File: config.mk
export PLATFORM = sky130hd
export DESIGN_NAME = svmon_top
export DESIGN_NICKNAME = d
export VERILOG_FILES = /design/src/rtl/svmon_pkg.sv /design/src/rtl/svmon_top.sv
export VERILOG_INCLUDE_DIRS = /design/src /design/src/rtl
export SDC_FILE = /design/constraint.sdc
export NUM_CORES = 1
export LEC_CHECK = 0
export BUFFER_PORTS_ARGS = -buffer_cell sky130_fd_sc_hd__buf_2
export CAP_MARGIN = 20
export CORE_MARGIN = 5
export CORE_UTILIZATION = 40
export DETAILED_ROUTE_END_ITERATION = 12
export HOLD_SLACK_MARGIN = 0.06
export RECOVER_POWER = 50
export SYNTH_ARGS = -nofsm -noshare
export SYNTH_HDL_FRONTEND = slang
export SYNTH_SLANG_ARGS = --single-unit
File: constraint.sdc
create_clock -name clk_sys -period 1.2 [get_ports clk_sys]
set_clock_uncertainty 0.05 [all_clocks]
set_input_delay 0.24 -clock clk_sys [delete_from_list [all_inputs] [get_ports clk_sys]]
set_output_delay 0.24 -clock clk_sys [all_outputs]
set_load 0.01 [all_outputs]
File: src/rtl/svmon_params.svh
`ifndef SVMON_PARAMS_SVH
`define SVMON_PARAMS_SVH
`define SVMON_THR_W        3
`define SVMON_EVT_LINE     8
`define SVMON_THR_RESET    3'h0
`define SVMON_EN_RESET     1'b0
`define SVMON_RST_HOLD     8'h10
`endif

File: src/rtl/svmon_pkg.sv
package svmon_pkg;
  typedef struct packed {
    logic [2:0] threshold_select;
    logic       detector_enable;
  } svmon_ctrl_s;
  typedef struct packed {
    logic rise_en;
    logic fall_en;
    logic line_en;
  } svmon_evt_cfg_s;
  typedef enum logic [1:0] {
    SVMON_RST_ACTIVE = 2'b00,
    SVMON_RST_HOLD   = 2'b01,
    SVMON_RST_RUN    = 2'b10
  } svmon_rst_e;
endpackage

File: src/rtl/svmon_top.sv
`timescale 1ns/100ps
`include "svmon_params.svh"
module svmon_top (
  input  wire logic                          clk_sys,
  input  wire logic                          rst_n,
  input  wire svmon_pkg::svmon_ctrl_s        power_control_reg,
  input  wire svmon_pkg::svmon_evt_cfg_s     evt_cfg,
  input  wire logic                          cmp_below,
  input  wire logic                          por_ok,
  input  wire logic                          pdr_ok,
  output logic [`SVMON_THR_W-1:0]            cmp_threshold,
  output logic                               cmp_enable,
  output logic                               power_status_reg,
  output logic                               evt_line_8,
  output logic                               detector_irq,
  output logic                               sys_rst_n
);
  // Reset release path
  logic                  rst_s1_reg;
  logic                  rst_s1_next;
  logic                  rst_s2_reg;
  logic                  rst_s2_next;

  // Pin synchronisers
  logic [2:0]            pin_raw;
  wire  logic [2:0]      pin_sync;
  logic                  cmp_sync;
  logic                  por_sync;
  logic                  pdr_sync;

  // Configuration copy
  logic [2:0]            thr_reg;
  logic [2:0]            thr_next;
  logic                  en_reg;
  logic                  en_next;

  // Detector and event line
  logic                  flag_reg;
  logic                  flag_next;
  logic                  cmp_d_reg;
  logic                  cmp_d_next;
  logic                  line_reg;
  logic                  line_next;
  logic                  irq_reg;
  logic                  irq_next;
  logic                  rise;
  logic                  fall;
  logic                  rise_hit;
  logic                  fall_hit;

  // System reset sequencer
  svmon_pkg::svmon_rst_e st_reg;
  svmon_pkg::svmon_rst_e st_next;
  logic [7:0]            hold_reg;
  logic [7:0]            hold_next;
  logic                  hold_done;
  logic                  srst_reg;
  logic                  srst_next;
  logic                  supply_ok;

  always_comb begin
    rst_s1_next = 1'h1;
    rst_s2_next = rst_s1_reg;
  end

  // Release is synchronous, assertion stays asynchronous
  always_ff @(posedge clk_sys or negedge rst_n) begin
    if (!rst_n) begin
      rst_s1_reg <= 1'h0;
      rst_s2_reg <= 1'h0;
    end else begin
      rst_s1_reg <= rst_s1_next;
      rst_s2_reg <= rst_s2_next;
    end
  end

  // Analog inputs are asynchronous; two stages before any use
  // Comparator is bit 0, the two detectors above it
  assign pin_raw = {pdr_ok, por_ok, cmp_below};

  for (genvar i = 0; i < 3; i++) begin : g_sync
    logic s1_reg;
    logic s1_next;
    logic s2_reg;
    logic s2_next;

    always_comb begin
      s1_next = pin_raw[i];
      s2_next = s1_reg;
    end

    always_ff @(posedge clk_sys or negedge rst_s2_reg) begin
      if (!rst_s2_reg) begin
        s1_reg <= 1'h0;
        s2_reg <= 1'h0;
      end else begin
        s1_reg <= s1_next;
        s2_reg <= s2_next;
      end
    end

    assign pin_sync[i] = s2_reg;
  end

  assign cmp_sync  = pin_sync[0];
  assign por_sync  = pin_sync[1];
  assign pdr_sync  = pin_sync[2];
  // Both detectors must agree the supply is up
  assign supply_ok = por_sync & pdr_sync;

  // Copied every clock; no write strobe needed
  always_comb begin
    thr_next = power_control_reg.threshold_select;
    en_next  = power_control_reg.detector_enable;
  end

  always_ff @(posedge clk_sys or negedge rst_s2_reg) begin
    if (!rst_s2_reg) begin
      thr_reg <= `SVMON_THR_RESET;
      en_reg  <= `SVMON_EN_RESET;
    end else begin
      thr_reg <= thr_next;
      en_reg  <= en_next;
    end
  end

  // Edge seen on the synchronised copy only
  assign rise     = flag_reg & ~cmp_d_reg;
  assign fall     = ~flag_reg & cmp_d_reg;
  // Supply falling below threshold is a rising line edge
  assign rise_hit = evt_cfg.rise_en & rise;
  assign fall_hit = evt_cfg.fall_en & fall;

  always_comb begin
    // Disabled detector reads as not below; disabling while below gives one falling edge
    flag_next  = en_reg & cmp_sync;
    cmp_d_next = flag_reg;
    line_next  = flag_reg;
    irq_next   = evt_cfg.line_en & (rise_hit | fall_hit);
  end

  // Limitation: a crossing shorter than a clock may be missed
  always_ff @(posedge clk_sys or negedge rst_s2_reg) begin
    if (!rst_s2_reg) begin
      flag_reg  <= 1'h0;
      cmp_d_reg <= 1'h0;
      line_reg  <= 1'h0;
      irq_reg   <= 1'h0;
    end else begin
      flag_reg  <= flag_next;
      cmp_d_reg <= cmp_d_next;
      line_reg  <= line_next;
      irq_reg   <= irq_next;
    end
  end

  // Reset stretch keeps system down through supply chatter
  assign hold_done = (hold_reg == 8'h01);

  always_comb begin
    st_next   = st_reg;
    hold_next = hold_reg;
    srst_next = 1'h0;
    case (st_reg)
      svmon_pkg::SVMON_RST_ACTIVE: begin
        hold_next = `SVMON_RST_HOLD;
        if (supply_ok) begin
          st_next = svmon_pkg::SVMON_RST_HOLD;
        end
      end

      svmon_pkg::SVMON_RST_HOLD: begin
        hold_next = hold_reg - 8'h01;
        if (!supply_ok) begin
          st_next = svmon_pkg::SVMON_RST_ACTIVE;
        end else if (hold_done) begin
          st_next = svmon_pkg::SVMON_RST_RUN;
        end
      end

      svmon_pkg::SVMON_RST_RUN: begin
        srst_next = 1'h1;
        if (!supply_ok) begin
          // Drop at once; no stretch on the way down
          st_next   = svmon_pkg::SVMON_RST_ACTIVE;
          srst_next = 1'h0;
        end
      end

      default: begin
        st_next = svmon_pkg::SVMON_RST_ACTIVE;
      end
    endcase
  end

  always_ff @(posedge clk_sys or negedge rst_s2_reg) begin
    if (!rst_s2_reg) begin
      st_reg   <= svmon_pkg::SVMON_RST_ACTIVE;
      hold_reg <= 8'h00;
      srst_reg <= 1'h0;
    end else begin
      st_reg   <= st_next;
      hold_reg <= hold_next;
      srst_reg <= srst_next;
    end
  end

  // Every output comes straight from a flop
  assign cmp_threshold    = thr_reg;
  assign cmp_enable       = en_reg;
  assign power_status_reg = flag_reg;
  assign evt_line_8       = line_reg;
  assign detector_irq     = irq_reg;
  assign sys_rst_n        = srst_reg;
endmodule

==> metrics.cfg <==
[run_status]
outcome=finished, violations left
violations=setup timing

[routing]
drt_pass1_iterations=4
wire_per_inst_um=13.7
drc=0
dr_total_vias=756
wl_mm=2.09
routed_via_density=4.94
antenna_left=0
drtIter0Drc=8

[flow_run]
max-cap-violations=0

[worst_setup_path]
cp.depth=3
path_cells=or4_4 -> or4b_4 -> o211ai_1
crit_family=simple AND/OR/NAND/NOR gates
end_kind=register
r2r_start=hold_reg[1]$_DFFE_PN0P_
r2r-end=hold_reg[7]$_DFFE_PN0P_
cp.required_ns=1.39
cpPeakStageDelay_ns=0.55
cpMaxStageDelayCell=or4_4
cp-startpoint=hold_reg[1]$_DFFE_PN0P_
crit_type=register to register
cp-start-kind=register
endpoint=hold_reg[7]$_DFFE_PN0P_
crit_arrival_ns=1.91
critPathBufInv=0
ff2ff_setup_slack_ns=-0.51
rr_worst_depth=3
crit_path_max_fanout=4

[final_layout]
fin_cells=153
multiInputGateArea_um2=355
regArea_um2=651
fill_cells=197
diodes=0
syn2layout_area_growth_pct=48.2
largest_register_ffs=8
fin_util=0.631
fin_nets=140
drive_gt1_frac=0.424

[sta]
period_share=1.43
hold_violations=0
fin_tns_setup_ns=-2.19
max_freq_mhz=584
worst_slack_ns=-0.512
slew_viol_final=0
grt_setup_unrepaired=yes
setup_viol=7
fin_crit_ns=1.71

[clock_network]
cts_root_buf=clkbuf_4
htreeDepth=1
clock_path_buffers=2
cts_buffers=3
numClockSinks=26
clk_pin_slew_worst_paths_ns=0.13
clock_latency_ns=0.31
cts_tree=yes

[logic_synthesis]
synth_area_per_cell_um2=12.3
syn_nets=92
netlist_area_um2=960
synthCells=78
synth_edf_count=0
async_flop_share=1.00
synth.yosys.seq_area_share=0.678
yosysMostFrequentCell=dfrtp_1
yosysTopAreaCell=dfrtp_1
synth_ff_type=dfrtp_1
synth_area_leaders=dfrtp_1 68%, o21ai_0 5.2%, nand2_1 3.5%, ha_1 2.6%, nor3_1 1.6%
synth_top_area_frac=0.678
synthTopCellsByCount=26 x dfrtp_1, 10 x o21ai_0, 9 x nand2_1, 3 x nor3_1
synth-seq-cells=26
yosysWarningCount=0
yosysUniqueCellTypes=26

[power]
vdd_drop_max_mv=0.828
power_switching_mw=0.457
power_frac_comb=0.199
p_leak_nw=0.665
seq_power_share=0.501
p_per_area_mw_per_mm2=1370
p_sw_frac=0.235
internal_power_mw=1.49
clkPwrFrac=0.300

[die]
die_x_um=59.0
start_util=0.426
core_area_mm2=0.00225
ios=20
die_area_mm2=0.00348
die_height_um=59.0
row_count=17

[grt]
grt_max_degree=21
grt.overflow.total=0
grt_use_total=0.140
antenna_found_initial=0
grt_first_pass_wirelength_mm=3.64
grt_pass1_vias=818

[placement]
port_buffers=19
place_congestion=0.779
dp_cells=138
dp_slack_ns=-0.509
dpl.hpwl_mm=1.34

[min_path]
hp-class=register to asynchronous set/reset pin

[cell type report]
| cell class | count | area share |
|---|---|---|
| Sequential cell | 26 | 0.457 |
| Inverter | 2 | 0.00528 |
| Multi-Input combinational cell | 48 | 0.250 |
| Clock inverter | 1 | 0.0211 |
| Timing Repair Buffer | 45 | 0.226 |
| Tap cell | 28 | 0.0246 |
| Clock buffer | 3 | 0.0158 |
[through the flow]
| stage | total power, mW | instance area (µm²) | hold WS, ns |
|---|---|---|---|
| 2_1_floorplan | 1.14 | 975 | -0.106 |
| 3_3_place_gp | 1.30 | 1220 | -0.0265 |
| 3_5_place_dp | 1.32 | 1220 | -0.0239 |
| 4_1_cts | 1.96 | 1410 | 0.0658 |
| 5_1_grt | 2.07 | 1420 | 0.0597 |
| 6_report | 1.95 | 1420 | 0.0280 |
[cell families after synthesis]
family | after synthesis | synth area share
AND/OR/NAND/NOR | 29 | 0.175
flip-flops | 26 | 0.678
AO/OA/AOI/OAI | 16 | 0.102
buffers and inverters | 4 | 0.0157
adder cells (fa/ha/maj) | 2 | 0.0261
other | 1 | 0.00391
[worst min path at each step]
stage | from | to | slack (ns) | depth (start not counted)
floorplan | rst_n | rst_s1_reg$_DFF_PN0_ | -0.11 | 0
global placement | rst_n | rst_s1_reg$_DFF_PN0_ | -0.03 | 1
detailed placement | rst_n | rst_s1_reg$_DFF_PN0_ | -0.02 | 1
CTS | rst_s2_reg$_DFF_PN0_ | hold_reg[0]$_DFFE_PN0P_ | 0.07 | 0
global route | rst_s2_reg$_DFF_PN0_ | hold_reg[0]$_DFFE_PN0P_ | 0.06 | 0
finish | rst_s2_reg$_DFF_PN0_ | hold_reg[0]$_DFFE_PN0P_ | 0.03 | 0
[layout by cell type (no fill, tap or decap)]
cell           count
ha_4               2
dlygate4sd3_1      8
conb_1             1
inv_1              1
or4_4              1
or3_4              1
buf_6              4
o21ai_0            4
nand2b_1           2
buf_4             13
a211o_1            1
nor4b_4            1
clkbuf_2           1
or2_2              1
or3b_4             1
o21ai_2            2
nor2_1             1
o21ai_1            4
o31a_2             1
nor3_1             3
a21oi_2            1
o211ai_1           2
clkbuf_1           1
nor2b_1            2
nand3_1            2
bufinv_16          1
and2_1             2
a311oi_1           1
or4b_4             1
inv_2              1
clkbuf_4           3
buf_2             18
nand2_1            9
or4_1              1
nand3b_1           1
dfrtp_1           26
[worst reg2reg max path: stages, from the launching register on]
cell and delay (ns):
dfrtp_1 0.44, or4_4 0.55, or4b_4 0.49, o211ai_1 0.10
[metal layers]
layer,part of all wire,up-vias,GRT usage,wire [µm]
met2,0.56,12,0.237,1170
met5,0,-,0,0
met3,0.043,2,0.0327,91
met1,0.39,377,0.162,811
li1,-,365,-,-
met4,0.0076,0,0.0777,16
[power groups by stage]
| stage | Sequential, mW | Combinational (mW) | Clock, mW |
|---|---|---|---|
| floorplan | 1.01 | 0.136 | 0 |
| global placement | 0.988 | 0.315 | 0 |
| detailed placement | 0.993 | 0.324 | 0 |
| CTS | 0.977 | 0.374 | 0.605 |
| global route | 0.984 | 0.430 | 0.655 |
| finish | 0.976 | 0.388 | 0.585 |
[timing repair]
action / CTS / global route
buffers inserted: 3 / 2
hold endpoints to repair: 9 / 0
endpoints found under the setup margin: 7 / 10
pin swaps: 7 / 4
resized for setup: 10 / 9
hold buffers: 8 / 0
(Power assumes the default switching activity.)
